`src/verilog/psimd_pkg.sv`:
```
// Overview of operation
// - four lane flags, one per byte, apart from ordinary condition flags
// - packed lane operations never touch negative, zero, carry, overflow
// - lane flags read and written through the status word register
// - all byte or halfword lanes computed at once, no carry between lanes
// - byte ops set each flag alone; non-saturating halfword ops set flag pairs
// - signed, unsigned and saturating add/sub; saturating clamps lanes
// - exchange forms swap halves of one operand, add one, subtract other
// - signed halfword add writes its flag into both bits of the pair
// - dual multiply: two signed 16x16 products, added or subtracted, +acc
// - long dual multiply accumulates into a 64-bit register pair
// - exchange option swaps halves of the second operand before multiply
// - overflow of a 32-bit dual multiply result sets sticky saturation flag; long forms never set it
// - sum of four byte absolute differences plus accumulator
// - pack one halfword from each source, second optionally shifted
// - unpack byte or halfword from any byte position, extend, maybe add
// - byte select takes first operand byte where lane flag is set
// - saturation flag stays set until software writes the status word
package psimd_pkg;

    // register byte addresses
    localparam logic [7:0] PSIMD_ADDR_OPA  = 8'h00;
    localparam logic [7:0] PSIMD_ADDR_OPB  = 8'h04;
    localparam logic [7:0] PSIMD_ADDR_ACCL = 8'h08;
    localparam logic [7:0] PSIMD_ADDR_ACCH = 8'h0c;
    localparam logic [7:0] PSIMD_ADDR_CTRL = 8'h10;
    localparam logic [7:0] PSIMD_ADDR_RESL = 8'h14;
    localparam logic [7:0] PSIMD_ADDR_RESH = 8'h18;
    localparam logic [7:0] PSIMD_ADDR_PSW  = 8'h1c;

    // control word fields
    localparam int PSIMD_CTRL_OP_LSB  = 0;
    localparam int PSIMD_CTRL_XCHG    = 8;
    localparam int PSIMD_CTRL_SEXT    = 9;
    localparam int PSIMD_CTRL_ADD     = 10;
    localparam int PSIMD_CTRL_ROT_LSB = 12;
    localparam int PSIMD_CTRL_SH_LSB  = 16;

    // status word fields
    localparam int PSIMD_PSW_NZCV_LSB = 28;
    localparam int PSIMD_PSW_SAT      = 27;
    localparam int PSIMD_PSW_GE_LSB   = 16;

    localparam logic [31:0] PSIMD_RST_WORD = 32'h0000_0000;

    typedef enum logic [4:0] {
        PSIMD_SIGNED_BYTE_ADD     = 5'h00,
        PSIMD_UNSIGNED_BYTE_ADD   = 5'h01,
        PSIMD_SIGNED_BYTE_SUB     = 5'h02,
        PSIMD_UNSIGNED_BYTE_SUB   = 5'h03,
        PSIMD_SIGNED_HALF_ADD     = 5'h04,
        PSIMD_UNSIGNED_HALF_ADD   = 5'h05,
        PSIMD_SIGNED_HALF_SUB     = 5'h06,
        PSIMD_UNSIGNED_HALF_SUB   = 5'h07,
        PSIMD_SAT_HALF_ADD        = 5'h08,
        PSIMD_UNSIGNED_EXCH_ADDSUB = 5'h09,
        PSIMD_UNSIGNED_EXCH_SUBADD = 5'h0a,
        PSIMD_SIGNED_EXCH_ADDSUB  = 5'h0b,
        PSIMD_SIGNED_EXCH_SUBADD  = 5'h0c,
        PSIMD_SAT_EXCH_ADDSUB     = 5'h0d,
        PSIMD_SAT_EXCH_SUBADD     = 5'h0e,
        PSIMD_DUAL_MUL_ADD        = 5'h0f,
        PSIMD_DUAL_MUL_SUB        = 5'h10,
        PSIMD_DUAL_MUL_ADD_ACC    = 5'h11,
        PSIMD_DUAL_MUL_SUB_ACC    = 5'h12,
        PSIMD_DUAL_MUL_ADD_LONG   = 5'h13,
        PSIMD_DUAL_MUL_SUB_LONG   = 5'h14,
        PSIMD_BYTE_ABS_DIFF_SUM_ACC = 5'h15,
        PSIMD_PACK_BOTTOM_TOP     = 5'h16,
        PSIMD_PACK_TOP_BOTTOM     = 5'h17,
        PSIMD_EXTEND_BYTE         = 5'h18,
        PSIMD_EXTEND_HALF         = 5'h19,
        PSIMD_BYTE_SELECT         = 5'h1a
    } psimd_op_e;

endpackage

```
`src/verilog/psimd_lane_addsub.sv`:
```
`timescale 1ns/1ps
module psimd_lane_addsub (
    input  wire logic [31:0] a,
    input  wire logic [31:0] b,
    input  wire logic        half,
    input  wire logic        sgn,
    input  wire logic        sat,
    input  wire logic        sub_hi,
    input  wire logic        sub_lo,
    output logic      [31:0] res,
    output logic      [3:0]  ge
);
    logic [8:0]  bsum [4];
    logic [16:0] hsum [2];
    logic [15:0] hres [2];

    genvar i;
    generate
        for (i = 0; i < 4; i++) begin : g_byte
            logic [8:0] ea;
            logic [8:0] eb;
            assign ea = {sgn & a[8*i+7], a[8*i +: 8]};
            assign eb = {sgn & b[8*i+7], b[8*i +: 8]};
            assign bsum[i] = sub_lo ? ea - eb : ea + eb;
        end
        for (i = 0; i < 2; i++) begin : g_half
            logic [16:0] ea;
            logic [16:0] eb;
            logic        sb;
            assign ea = {sgn & a[16*i+15], a[16*i +: 16]};
            assign eb = {sgn & b[16*i+15], b[16*i +: 16]};
            assign sb = (i == 1) ? sub_hi : sub_lo;
            assign hsum[i] = sb ? ea - eb : ea + eb;
            always_comb begin
                if (sat && hsum[i][16] != hsum[i][15]) begin
                    hres[i] = hsum[i][16] ? 16'h8000 : 16'h7fff;
                end else begin
                    hres[i] = hsum[i][15:0];
                end
            end
        end
    endgenerate

    function automatic logic lane_flag(input logic top, input logic s,
                                       input logic d);
        lane_flag = (s | d) ? ~top : top;
    endfunction

    always_comb begin
        if (half) begin
            res = {hres[1], hres[0]};
            ge = {{2{lane_flag(hsum[1][16], sgn, sub_hi)}},
                  {2{lane_flag(hsum[0][16], sgn, sub_lo)}}};
        end else begin
            res = {bsum[3][7:0], bsum[2][7:0], bsum[1][7:0], bsum[0][7:0]};
            ge = {lane_flag(bsum[3][8], sgn, sub_lo),
                  lane_flag(bsum[2][8], sgn, sub_lo),
                  lane_flag(bsum[1][8], sgn, sub_lo),
                  lane_flag(bsum[0][8], sgn, sub_lo)};
        end
    end
endmodule

```
`src/verilog/psimd_alu.sv`:
```
`timescale 1ns/1ps
module psimd_alu (
    input  wire logic        pclk,
    input  wire logic        presetn,
    input  wire logic        psel,
    input  wire logic        penable,
    input  wire logic        pwrite,
    input  wire logic [7:0]  paddr,
    input  wire logic [31:0] pwdata,
    output logic      [31:0] prdata,
    output logic             pready,
    output logic             pslverr,
    output logic      [3:0]  lane_ge_flags,
    output logic             sat_flag
);
    logic [31:0] opa_q, opa_d;
    logic [31:0] opb_q, opb_d;
    logic [31:0] accl_q, accl_d;
    logic [31:0] acch_q, acch_d;
    logic [31:0] ctrl_q, ctrl_d;
    logic [31:0] resl_q, resl_d;
    logic [31:0] resh_q, resh_d;
    logic [3:0]  nzcv_q, nzcv_d;
    logic        sat_q, sat_d;
    logic [3:0]  ge_q, ge_d;
    logic [31:0] prdata_q, prdata_d;

    logic        wr_acc;
    logic        setup_rd;
    logic        mapped;
    logic        ro_hit;

    // decoded command from the control write
    psimd_pkg::psimd_op_e op;
    logic        xchg;
    logic        sext;
    logic        addin;
    logic [1:0]  rot;
    logic [4:0]  shamt;

    // lane adder hookup
    logic [31:0] bx;
    logic        as_half;
    logic        as_sgn;
    logic        as_sat;
    logic        as_sub_hi;
    logic        as_sub_lo;
    logic [31:0] as_res;
    logic [3:0]  as_ge;
    logic        is_addsub;

    // multiply, abs diff, pack, unpack
    logic signed [31:0] prod_hi;
    logic signed [31:0] prod_lo;
    logic signed [33:0] dual;
    logic signed [33:0] dual_acc;
    logic        [63:0] dual_long;
    logic        [31:0] sad;
    logic        [31:0] rotb;
    logic        [31:0] ext;
    logic        [31:0] shl_b;
    logic        [31:0] asr_b;
    logic        [31:0] sel_res;

    logic [31:0] op_res_lo;
    logic [31:0] op_res_hi;
    logic        op_ge_we;
    logic        op_sat_set;

    function automatic logic [31:0] swap_halves(input logic [31:0] v);
        swap_halves = {v[15:0], v[31:16]};
    endfunction

    function automatic logic [31:0] sext16(input logic [15:0] v);
        sext16 = {{16{v[15]}}, v};
    endfunction

    function automatic logic [8:0] abs_diff(input logic [7:0] x,
                                            input logic [7:0] y);
        abs_diff = (x >= y) ? {1'b0, x - y} : {1'b0, y - x};
    endfunction

    assign wr_acc   = psel & penable & pwrite;
    assign setup_rd = psel & ~penable & ~pwrite;

    always_comb begin
        case (paddr)
            psimd_pkg::PSIMD_ADDR_OPA,
            psimd_pkg::PSIMD_ADDR_OPB,
            psimd_pkg::PSIMD_ADDR_ACCL,
            psimd_pkg::PSIMD_ADDR_ACCH,
            psimd_pkg::PSIMD_ADDR_CTRL,
            psimd_pkg::PSIMD_ADDR_PSW: begin
                mapped = 1'b1;
                ro_hit = 1'b0;
            end
            psimd_pkg::PSIMD_ADDR_RESL,
            psimd_pkg::PSIMD_ADDR_RESH: begin
                mapped = 1'b1;
                ro_hit = 1'b1;
            end
            default: begin
                mapped = 1'b0;
                ro_hit = 1'b0;
            end
        endcase
    end

    // no wait states; unmapped accesses and result writes answer with an error
    assign pready  = 1'b1;
    assign pslverr = psel & penable & (~mapped | (pwrite & ro_hit));
    assign prdata  = prdata_q;

    // command fields come straight from the write data so that the
    // operation runs in the same edge as the control write
    assign op    = psimd_pkg::psimd_op_e'(
                       pwdata[psimd_pkg::PSIMD_CTRL_OP_LSB +: 5]);
    assign xchg  = pwdata[psimd_pkg::PSIMD_CTRL_XCHG];
    assign sext  = pwdata[psimd_pkg::PSIMD_CTRL_SEXT];
    assign addin = pwdata[psimd_pkg::PSIMD_CTRL_ADD];
    assign rot   = pwdata[psimd_pkg::PSIMD_CTRL_ROT_LSB +: 2];
    assign shamt = pwdata[psimd_pkg::PSIMD_CTRL_SH_LSB +: 5];

    // lane adder setup per command
    always_comb begin
        bx        = opb_q;
        as_half   = 1'b1;
        as_sgn    = 1'b0;
        as_sat    = 1'b0;
        as_sub_hi = 1'b0;
        as_sub_lo = 1'b0;
        is_addsub = 1'b1;
        case (op)
            psimd_pkg::PSIMD_SIGNED_BYTE_ADD: begin
                as_half = 1'b0;
                as_sgn  = 1'b1;
            end
            psimd_pkg::PSIMD_UNSIGNED_BYTE_ADD: begin
                as_half = 1'b0;
            end
            psimd_pkg::PSIMD_SIGNED_BYTE_SUB: begin
                as_half   = 1'b0;
                as_sgn    = 1'b1;
                as_sub_lo = 1'b1;
            end
            psimd_pkg::PSIMD_UNSIGNED_BYTE_SUB: begin
                as_half   = 1'b0;
                as_sub_lo = 1'b1;
            end
            psimd_pkg::PSIMD_SIGNED_HALF_ADD: begin
                as_sgn = 1'b1;
            end
            psimd_pkg::PSIMD_UNSIGNED_HALF_ADD: begin
                as_sgn = 1'b0;
            end
            psimd_pkg::PSIMD_SIGNED_HALF_SUB: begin
                as_sgn    = 1'b1;
                as_sub_hi = 1'b1;
                as_sub_lo = 1'b1;
            end
            psimd_pkg::PSIMD_UNSIGNED_HALF_SUB: begin
                as_sub_hi = 1'b1;
                as_sub_lo = 1'b1;
            end
            psimd_pkg::PSIMD_SAT_HALF_ADD: begin
                as_sgn = 1'b1;
                as_sat = 1'b1;
            end
            psimd_pkg::PSIMD_UNSIGNED_EXCH_ADDSUB: begin
                bx        = swap_halves(opb_q);
                as_sub_lo = 1'b1;
            end
            psimd_pkg::PSIMD_UNSIGNED_EXCH_SUBADD: begin
                bx        = swap_halves(opb_q);
                as_sub_hi = 1'b1;
            end
            psimd_pkg::PSIMD_SIGNED_EXCH_ADDSUB: begin
                bx        = swap_halves(opb_q);
                as_sgn    = 1'b1;
                as_sub_lo = 1'b1;
            end
            psimd_pkg::PSIMD_SIGNED_EXCH_SUBADD: begin
                bx        = swap_halves(opb_q);
                as_sgn    = 1'b1;
                as_sub_hi = 1'b1;
            end
            psimd_pkg::PSIMD_SAT_EXCH_ADDSUB: begin
                bx        = swap_halves(opb_q);
                as_sgn    = 1'b1;
                as_sat    = 1'b1;
                as_sub_lo = 1'b1;
            end
            psimd_pkg::PSIMD_SAT_EXCH_SUBADD: begin
                bx        = swap_halves(opb_q);
                as_sgn    = 1'b1;
                as_sat    = 1'b1;
                as_sub_hi = 1'b1;
            end
            default: begin
                bx        = xchg ? swap_halves(opb_q) : opb_q;
                is_addsub = 1'b0;
            end
        endcase
    end

    psimd_lane_addsub u_lanes (
        .a      (opa_q),
        .b      (bx),
        .half   (as_half),
        .sgn    (as_sgn),
        .sat    (as_sat),
        .sub_hi (as_sub_hi),
        .sub_lo (as_sub_lo),
        .res    (as_res),
        .ge     (as_ge)
    );

    assign prod_hi = $signed(opa_q[31:16]) * $signed(bx[31:16]);
    assign prod_lo = $signed(opa_q[15:0]) * $signed(bx[15:0]);

    always_comb begin
        if (op == psimd_pkg::PSIMD_DUAL_MUL_SUB ||
            op == psimd_pkg::PSIMD_DUAL_MUL_SUB_ACC ||
            op == psimd_pkg::PSIMD_DUAL_MUL_SUB_LONG) begin
            dual = 34'(prod_hi) - 34'(prod_lo);
        end else begin
            dual = 34'(prod_hi) + 34'(prod_lo);
        end
        dual_acc  = dual + 34'($signed(accl_q));
        dual_long = {acch_q, accl_q} + 64'($signed(dual));
    end

    assign sad = accl_q + 32'(abs_diff(opa_q[7:0], opb_q[7:0]))
               + 32'(abs_diff(opa_q[15:8], opb_q[15:8]))
               + 32'(abs_diff(opa_q[23:16], opb_q[23:16]))
               + 32'(abs_diff(opa_q[31:24], opb_q[31:24]));

    assign rotb = (opb_q >> {rot, 3'h0}) | (opb_q << (6'h20 - {rot, 3'h0}));

    always_comb begin
        if (op == psimd_pkg::PSIMD_EXTEND_BYTE) begin
            ext = sext ? {{24{rotb[7]}}, rotb[7:0]} : {24'h0, rotb[7:0]};
        end else begin
            ext = sext ? sext16(rotb[15:0]) : {16'h0, rotb[15:0]};
        end
        if (addin) begin
            ext = ext + opa_q;
        end
    end

    assign shl_b = opb_q << shamt;
    assign asr_b = 32'($signed(opb_q) >>> shamt);

    genvar g;
    generate
        for (g = 0; g < 4; g++) begin : g_sel
            assign sel_res[8*g +: 8] = ge_q[g] ? opa_q[8*g +: 8]
                                               : opb_q[8*g +: 8];
        end
    endgenerate

    // result and flag effects of one command
    always_comb begin
        op_res_lo  = resl_q;
        op_res_hi  = resh_q;
        op_ge_we   = 1'b0;
        op_sat_set = 1'b0;
        if (is_addsub) begin
            op_res_lo = as_res;
            op_ge_we  = ~as_sat;
        end else begin
            case (op)
                psimd_pkg::PSIMD_DUAL_MUL_ADD,
                psimd_pkg::PSIMD_DUAL_MUL_SUB: begin
                    op_res_lo  = dual[31:0];
                    op_sat_set = dual[32] != dual[31];
                end
                psimd_pkg::PSIMD_DUAL_MUL_ADD_ACC,
                psimd_pkg::PSIMD_DUAL_MUL_SUB_ACC: begin
                    op_res_lo  = dual_acc[31:0];
                    op_sat_set = (dual_acc[33] != dual_acc[31]) ||
                                 (dual_acc[32] != dual_acc[31]);
                end
                psimd_pkg::PSIMD_DUAL_MUL_ADD_LONG,
                psimd_pkg::PSIMD_DUAL_MUL_SUB_LONG: begin
                    op_res_lo = dual_long[31:0];
                    op_res_hi = dual_long[63:32];
                end
                psimd_pkg::PSIMD_BYTE_ABS_DIFF_SUM_ACC: begin
                    op_res_lo = sad;
                end
                psimd_pkg::PSIMD_PACK_BOTTOM_TOP: begin
                    op_res_lo = {shl_b[31:16], opa_q[15:0]};
                end
                psimd_pkg::PSIMD_PACK_TOP_BOTTOM: begin
                    op_res_lo = {opa_q[31:16], asr_b[15:0]};
                end
                psimd_pkg::PSIMD_EXTEND_BYTE,
                psimd_pkg::PSIMD_EXTEND_HALF: begin
                    op_res_lo = ext;
                end
                psimd_pkg::PSIMD_BYTE_SELECT: begin
                    op_res_lo = sel_res;
                end
                default: begin
                    op_res_lo = resl_q;
                end
            endcase
        end
    end

    // register file next state
    always_comb begin
        opa_d    = opa_q;
        opb_d    = opb_q;
        accl_d   = accl_q;
        acch_d   = acch_q;
        ctrl_d   = ctrl_q;
        resl_d   = resl_q;
        resh_d   = resh_q;
        nzcv_d   = nzcv_q;
        sat_d    = sat_q;
        ge_d     = ge_q;
        prdata_d = prdata_q;
        if (wr_acc) begin
            case (paddr)
                psimd_pkg::PSIMD_ADDR_OPA:  opa_d  = pwdata;
                psimd_pkg::PSIMD_ADDR_OPB:  opb_d  = pwdata;
                psimd_pkg::PSIMD_ADDR_ACCL: accl_d = pwdata;
                psimd_pkg::PSIMD_ADDR_ACCH: acch_d = pwdata;
                psimd_pkg::PSIMD_ADDR_CTRL: begin
                    ctrl_d = pwdata;
                    resl_d = op_res_lo;
                    resh_d = op_res_hi;
                    if (op_ge_we) begin
                        ge_d = as_ge;
                    end
                    sat_d = sat_q | op_sat_set;
                end
                psimd_pkg::PSIMD_ADDR_PSW: begin
                    nzcv_d = pwdata[psimd_pkg::PSIMD_PSW_NZCV_LSB +: 4];
                    ge_d   = pwdata[psimd_pkg::PSIMD_PSW_GE_LSB +: 4];
                    sat_d  = pwdata[psimd_pkg::PSIMD_PSW_SAT];
                end
                default: begin
                    opa_d = opa_q;
                end
            endcase
        end
        if (setup_rd) begin
            case (paddr)
                psimd_pkg::PSIMD_ADDR_OPA:  prdata_d = opa_q;
                psimd_pkg::PSIMD_ADDR_OPB:  prdata_d = opb_q;
                psimd_pkg::PSIMD_ADDR_ACCL: prdata_d = accl_q;
                psimd_pkg::PSIMD_ADDR_ACCH: prdata_d = acch_q;
                psimd_pkg::PSIMD_ADDR_CTRL: prdata_d = ctrl_q;
                psimd_pkg::PSIMD_ADDR_RESL: prdata_d = resl_q;
                psimd_pkg::PSIMD_ADDR_RESH: prdata_d = resh_q;
                psimd_pkg::PSIMD_ADDR_PSW: begin
                    prdata_d = 32'h0;
                    prdata_d[psimd_pkg::PSIMD_PSW_NZCV_LSB +: 4] = nzcv_q;
                    prdata_d[psimd_pkg::PSIMD_PSW_SAT] = sat_q;
                    prdata_d[psimd_pkg::PSIMD_PSW_GE_LSB +: 4] = ge_q;
                end
                default: prdata_d = 32'h0;
            endcase
        end
    end

    always_ff @(posedge pclk or negedge presetn) begin
        if (!presetn) begin
            opa_q    <= psimd_pkg::PSIMD_RST_WORD;
            opb_q    <= psimd_pkg::PSIMD_RST_WORD;
            accl_q   <= psimd_pkg::PSIMD_RST_WORD;
            acch_q   <= psimd_pkg::PSIMD_RST_WORD;
            ctrl_q   <= psimd_pkg::PSIMD_RST_WORD;
            resl_q   <= psimd_pkg::PSIMD_RST_WORD;
            resh_q   <= psimd_pkg::PSIMD_RST_WORD;
            prdata_q <= psimd_pkg::PSIMD_RST_WORD;
            nzcv_q   <= 4'h0;
            sat_q    <= 1'b0;
            ge_q     <= 4'h0;
        end else begin
            opa_q    <= opa_d;
            opb_q    <= opb_d;
            accl_q   <= accl_d;
            acch_q   <= acch_d;
            ctrl_q   <= ctrl_d;
            resl_q   <= resl_d;
            resh_q   <= resh_d;
            prdata_q <= prdata_d;
            nzcv_q   <= nzcv_d;
            sat_q    <= sat_d;
            ge_q     <= ge_d;
        end
    end

    assign lane_ge_flags = ge_q;
    assign sat_flag      = sat_q;
endmodule

```
`config.mk`:
```
export PLATFORM = sky130hd
export DESIGN_NAME = psimd_alu
export DESIGN_NICKNAME = d
export VERILOG_FILES = /design/src/verilog/psimd_pkg.sv /design/src/verilog/psimd_lane_addsub.sv /design/src/verilog/psimd_alu.sv
export SDC_FILE = /design/constraint.sdc
export NUM_CORES = 2
export LEC_CHECK = 0
export BUFFER_PORTS_ARGS = -buffer_cell sky130_fd_sc_hd__buf_2
export CAP_MARGIN = 40
export CORE_ASPECT_RATIO = 1.2
export CORE_MARGIN = 1.5
export CORE_UTILIZATION = 50
export CTS_CLUSTER_DIAMETER = 50
export DETAILED_ROUTE_END_ITERATION = 7
export PLACE_DENSITY = 0.71
export SYNTH_ARGS = -nofsm -noshare
export SYNTH_HDL_FRONTEND = slang
export SYNTH_SLANG_ARGS = --single-unit
```
`constraint.sdc`:
```
create_clock -name pclk -period 20.3 [get_ports pclk]
set_input_delay 1.015 -clock pclk [delete_from_list [all_inputs] [get_ports pclk]]
set_output_delay 1.015 -clock pclk [all_outputs]
set_load 0.005 [all_outputs]
```
After elaboration in Yosys (flattened, before gate mapping)
Memory sizes are Yosys's and may differ from the RTL's.
Index checks and enable logic that the tools add are counted.
{ "op_classes": {"n_addsub": 30, "multipliers": 2, "div_mod_pow": 0, "n_lt_le_gt_ge": 4, "n_eq_ne": 39, "shift": 4, "n_mux": 48, "bitwise": 30, "reduce_logical": 32} }
{ "ops": {"columns": ["op", "count"], "rows": [
  ["32-bit case mux with 8 select lines", 2],
  ["32-bit 2-to-1 mux", 7],
  ["32-bit by 8-bit adder with 32-bit output", 4],
  ["64-bit adder", 1],
  ["16-bit by 16-bit multiplier with 32-bit output", 2],
  ["16-bit 2-to-1 mux", 4],
  ["8-bit 2-to-1 mux", 8],
  ["32-bit case mux with 2 select lines", 1],
  ["8-bit subtractor", 8],
  ["5-bit equality test (second input constant)", 11],
  ["5-bit by 4-bit equality test with 1-bit output (second input constant)", 8],
  ["9-bit adder", 4],
  ["9-bit 2-to-1 mux", 4],
  ["9-bit subtractor", 4],
  ["17-bit adder", 2],
  ["34-bit by 32-bit adder with 34-bit output", 1],
  ["17-bit 2-to-1 mux", 2],
  ["34-bit 2-to-1 mux", 1],
  ["17-bit subtractor", 2],
  ["32-bit by 32-bit adder with 33-bit output", 1],
  ["32-bit by 32-bit subtractor with 33-bit output", 1],
  ["32-bit adder", 1],
  ["8-bit by 5-bit equality test with 1-bit output (second input constant)", 4],
  ["8-bit >= comparator", 4],
  ["39 further kinds", 102]
]} }
{ "totals": {"ff_bits": 265, "latch_bits": 0, "ramBits": 0, "romBits": 64, "input_bits": 45, "output_inout_bits": 39, "wordCells": 201, "n_memories": 1} }
{ "memory_table": {"columns": ["memory", "words", "width", "rd", "rd_clocked_by_memory_dff", "wr", "line", "source"], "rows": [
  ["(no name shown)", 32, 2, 1, 0, 0, "psimd_alu.sv:87", "case (paddr)"]
]} }

Longest topological paths before layout
{ "logic_depth": {"ltp_word": 13, "mapped_depth": 60, "depth_no_buf": 52} }

Cells and area by module
From an unflattened synthesis, not the netlist that was laid out.
{ "hier_totals": {"hier_cells": 6209, "hier_area_um2": 51453.1} }
{ "modules_own_cells": {"columns": ["module", "n_inst", "cells_each", "area_each_um2", "seq_area_each_um2"], "rows": [
  ["psimd_alu", 1, 5568, 46938.8, 6631.4],
  ["psimd_lane_addsub", 1, 641, 4514.3, 0.0]
]} }

Worst setup path before layout
No wires, ideal clock.
{ "synth_path": {"path_kind": "input to register", "start": "in pwdata[1]", "end": "reg resh_q[25]", "arrival_time_ps": 14540, "required_time_ps": 20167, "path_slack_ps": 5627, "cell_stages": 57, "path_cell_list": "buf_2 o31a_1 o22ai_4 buf_2 buf_2 buf_2 buf_2 buf_1 nor2_1 a21oi_1 clkbuf_1 nor2_1 fa_1 inv_1 fa_1 fa_1 inv_1 fa_1 [21 not listed] o22ai_1 o21bai_1 xor2_1 xnor2_1 ha_1 clkbuf_1 a21o_1 a21o_1 a21oi_1 o21ai_0 a311oi_1 o2111ai_1 a31oi_1 o21ai_0 a21oi_1 nor3_1 a31oi_1 o21ai_0"} }
{ "synth_via": {"elab_chain_cells": 7, "elab_cells_between_ends": 35, "classes_between": "3 x add/sub; 2 x mul; 18 x eq/ne; 3 x mux; 1 x bitwise; 8 x reduce/logical"} }
{ "synth_rtl": {"columns": ["element", "line", "source"], "rows": [
  ["start: declaration", "psimd_alu.sv:9", "input wire logic [31:0] pwdata,"],
  ["5-bit by 4-bit equality test with 1-bit output, or another cell as far along", "psimd_alu.sv:133", "case (op)"],
  ["9-bit OR reduction (no source line) or 6-bit OR reduction (tied branches)", null, null],
  ["32-bit case mux with 2 select lines", "psimd_alu.sv:133", null],
  ["16-bit by 16-bit multiplier with 32-bit output (on tied branches)", "psimd_alu.sv:218, psimd_alu.sv:219", null],
  ["32-bit by 32-bit adder with 33-bit output or 32-bit by 32-bit subtractor with 33-bit output (tied branches)", "psimd_alu.sv:227, psimd_alu.sv:225", null],
  ["34-bit 2-to-1 mux", "psimd_alu.sv:222", "if (op == psimd_pkg::PSIMD_DUAL_MUL_SUB ||"],
  ["64-bit adder", "psimd_alu.sv:230", "dual_long = {acch_q, accl_q} + 64'($signed(dual));"],
  ["end signal: assignment", "psimd_alu.sv:378", "resh_q <= psimd_pkg::PSIMD_RST_WORD;"],
  ["end signal: assignment", "psimd_alu.sv:390", "resh_q <= resh_d;"],
  ["end: declaration", "psimd_alu.sv:22", "logic [31:0] resh_q, resh_d;"]
]} }
Several ways; a longest one is shown, not always the timed one.
A chain may end at the register's enable or synchronous reset.

Worst setup path after layout
{ "layout_path": {"start": "in pwdata[1]", "end": "reg resh_q[31]"} }
The elaborated chain is that of the path after synthesis.

==> flow_summary.json <==
{
  "fmax_ghz": 0.0655,
  "grt_antenna_before_repair": 21,
  "cts_hold_buffers": 0,
  "cts_resized": 0,
  "worst_r2r_path_depth": 52,
  "synth_top_cell_area_share_pct": 22.1,
  "crit_path_top_delay_cell": "sky130_fd_sc_hd__fa_1",
  "worstHoldPathType": "input pin to asynchronous set/reset pin",
  "critical_path.max_fanout": 90,
  "layout.cells.most_common": "sky130_fd_sc_hd__inv_1",
  "number_of_remaining_drc_errors": 17,
  "synthSimpleGateAreaFrac_pct": 15.0,
  "mappedNetlistArea_um2": 51000,
  "grt_start_max_net_pins": 102,
  "async_reset_ff_share_pct": 100,
  "worstSetupEndpointType": "flip-flop",
  "reg2reg_to": "resh_q[31]",
  "maxCapViolations": 0,
  "synthCells": 6187,
  "synth_cell_types": 110,
  "synth_compound_area_share_pct": 20.0,
  "synth_seq_cells": 265,
  "route.detailed.vias_per_inst": 6.40,
  "cp_data_arrival_time_ps": 15780,
  "core_area_um2": 101000,
  "kind_of_critical_path": "input pin to flip-flop",
  "relSlewSlack_pct": 32.7,
  "die_height_um": 353,
  "critical_path_required_ps": 20810,
  "gpl.final_weighted_congestion": 1.06,
  "place.detailed.hpwl_mm": 170,
  "cts_max_level": 2,
  "total_global_routing_overflow": 0,
  "finalWirelength_mm": 218,
  "vias": 48400,
  "finalCriticalPeriod_ps": 15270,
  "final.setup_skew_ps": 33.6,
  "tritoncts": "built",
  "grt_pass1_vias": 48700,
  "detail_route.wl_per_cell_um": 28.7,
  "design.die.area_um2": 104000,
  "io_buffers": 82,
  "dieWidth_um": 295,
  "grt_first_pass_wirelength_mm": 320,
  "synth_area_leaders": "sky130_fd_sc_hd__fa_1, sky130_fd_sc_hd__dfrtp_1, sky130_fd_sc_hd__ha_1",
  "timing.critical_path.mode_cell": "sky130_fd_sc_hd__fa_1",
  "synthAdderAreaFrac_pct": 32.7,
  "synth_top_area_cell": "sky130_fd_sc_hd__fa_1",
  "timing_max_transition_violations_final": 0,
  "unrepaired_setup_endpoints_after_global_routing": "false",
  "nNetsFinal": 7211,
  "route.antenna.remaining_nets": 0,
  "detail_route.iter0.violations": 5386,
  "status": "complete, but fails checks",
  "synth_sequential_area_ratio_pct": 13.0,
  "rrSetupSlack_ps": 5990,
  "setup_viol": 0,
  "synth-edff-count": 0,
  "final_hold_violating_endpoints": 0,
  "ios": 84,
  "fraction_of_final_layout_cells_sized_beyond_drive_strength_1_pct": 8.78,
  "yosys-mux-area-fraction_pct": 4.91,
  "first_pass_iteration_count_of_the_detailed_router": 8,
  "post-cts-setup-buffers": 0,
  "final_min_period_over_clock_period_pct": 75.2,
  "cpPeakStageDelay_ps": 740,
  "commonest_cells_after_routing_fill_and_taps_aside": "sky130_fd_sc_hd__inv_1, sky130_fd_sc_hd__nand2_1, sky130_fd_sc_hd__fa_1, sky130_fd_sc_hd__nor2_1, sky130_fd_sc_hd__ha_1",
  "dominant_combinational_cell_family_by_area_after_synthesis": "adder cells",
  "syn-num-nets": 7230,
  "cts_made_buffers": 36,
  "synthToLayoutAreaGrowth_pct": 7.43,
  "fp-row-count": 128,
  "timing_worst_slew_pin_value_ps": 1010,
  "synthFlopType": "sky130_fd_sc_hd__dfrtp_1",
  "synthesis.area_per_instance_um2": 8.25,
  "worst_skew_pair.late_latency_ps": 600,
  "tritoncts_num_sinks": 265,
  "synth_xor_xnor_area_share_pct": 6.15,
  "failing_checks": "design-rule violations",
  "yosysWarningCount": 0,
  "finalSetupTns_ps": 0,
  "floorplan.initialDensity_pct": 50.3,
  "startpoint_type": "input pin",
  "clk_path_buf_depth": 3,
  "grt_usage_pct": 41.9,
  "rr_startpoint": "opb_q[17]",
  "cts-root-buf": "sky130_fd_sc_hd__clkbuf_16",
  "cts.clk_slew.worst_paths_ps": 60
}
-- synth_stat cells, types with 29 or more instances --
library cell / instances
sky130_fd_sc_hd__inv_1: 757
sky130_fd_sc_hd__nand2_1: 713
sky130_fd_sc_hd__fa_1: 563
sky130_fd_sc_hd__nor2_1: 515
sky130_fd_sc_hd__ha_1: 435
sky130_fd_sc_hd__a21oi_1: 360
sky130_fd_sc_hd__o21ai_0: 352
sky130_fd_sc_hd__clkbuf_1: 292
sky130_fd_sc_hd__dfrtp_1: 265
sky130_fd_sc_hd__xnor2_1: 237
sky130_fd_sc_hd__a21o_1: 137
sky130_fd_sc_hd__xor2_1: 117
sky130_fd_sc_hd__a221oi_1: 88
sky130_fd_sc_hd__mux2_2: 82
sky130_fd_sc_hd__nor3_1: 78
sky130_fd_sc_hd__mux2i_1: 76
sky130_fd_sc_hd__a31oi_1: 75
sky130_fd_sc_hd__nand3_1: 72
sky130_fd_sc_hd__o21a_1: 61
sky130_fd_sc_hd__nor2b_1: 60
sky130_fd_sc_hd__and2_1: 56
sky130_fd_sc_hd__nand2b_1: 56
sky130_fd_sc_hd__o211ai_1: 46
sky130_fd_sc_hd__a211oi_1: 40
sky130_fd_sc_hd__a22o_1: 40
sky130_fd_sc_hd__and3_1: 36
sky130_fd_sc_hd__mux4_2: 36
sky130_fd_sc_hd__nand4_1: 33
sky130_fd_sc_hd__o21bai_1: 29
-- metrics by stage --
stage	utilization (%)	worst slack, ps	cells	cell area [µm²]	hold WS [ps]
CTS	54.1	5190	7558	54800	483
finish	54.1	5030	7570	54800	456
global placement	52.6	4680	7469	53300	458
global route	54.1	4090	7564	54800	491
floorplan	-	5630	6187	51000	446
detailed placement	52.8	4660	7493	53500	468
-- sequential cells by signal, summed over array words and instances (netlist names) --
| register | count |
|---|---|
| resl_q | 32 |
| prdata | 32 |
| lane_ge_flags | 4 |
| opb_q | 32 |
| nzcv_q | 4 |
| accl_q | 32 |
| sat_flag | 1 |
| acch_q | 32 |
| resh_q | 32 |
| ctrl_q | 32 |
| opa_q | 32 |
-- how the worst max path moves through the flow --
stage	from	to	slack [ps]
floorplan	pwdata[1]	resh_q[25]	5630
global placement	pwdata[1]	resh_q[31]	4680
detailed placement	pwdata[1]	resh_q[31]	4660
CTS	pwdata[1]	resh_q[31]	5190
global route	pwdata[1]	resh_q[31]	4090
finish	pwdata[1]	resh_q[31]	5030
-- cells by family after synthesis --
group,after synthesis
simple gates,1722
compound gates,1538
buf+inv,1112
fa+ha+maj,998
xor+xnor,356
flops,265
mux,195
other cells,1
-- routing by layer --
metal	GRT usage [%]	part of all wire [%]	routed length, µm
met1	48.8	35	76500
met5	0	0.031	68
met2	65.6	45	97000
met3	10.8	11	23300
met4	32.6	9.5	20700
-- critical path: cells and delay by family --
| family | cells | cell delay [ps] |
|---|---|---|
| adder cells (fa/ha/maj) | 9 | 4330 |
| XOR/XNOR | 5 | 1420 |
| AND/OR/NAND/NOR | 9 | 1710 |
| AO/OA/AOI/OAI | 20 | 4470 |
| buffers and inverters | 10 | 2510 |
| multiplexers | 1 | 190 |
-- cell type report --
| type | count | area (µm²) |
|---|---|---|
| Clock inverter | 22 | 295 |
| Clock buffer | 43 | 957 |
| Multi-Input combinational cell | 4810 | 40400 |
| Tap cell | 1365 | 1710 |
| Fill cell | 9596 | 46500 |
| Antenna cell | 10 | 25.0 |
| Sequential cell | 265 | 6630 |
| Inverter | 783 | 2940 |
| Timing Repair Buffer | 272 | 1910 |
Power is left out: the tool's default activity adds up to more than one toggle a clock period on the data nets, which glitch-free logic cannot reach.
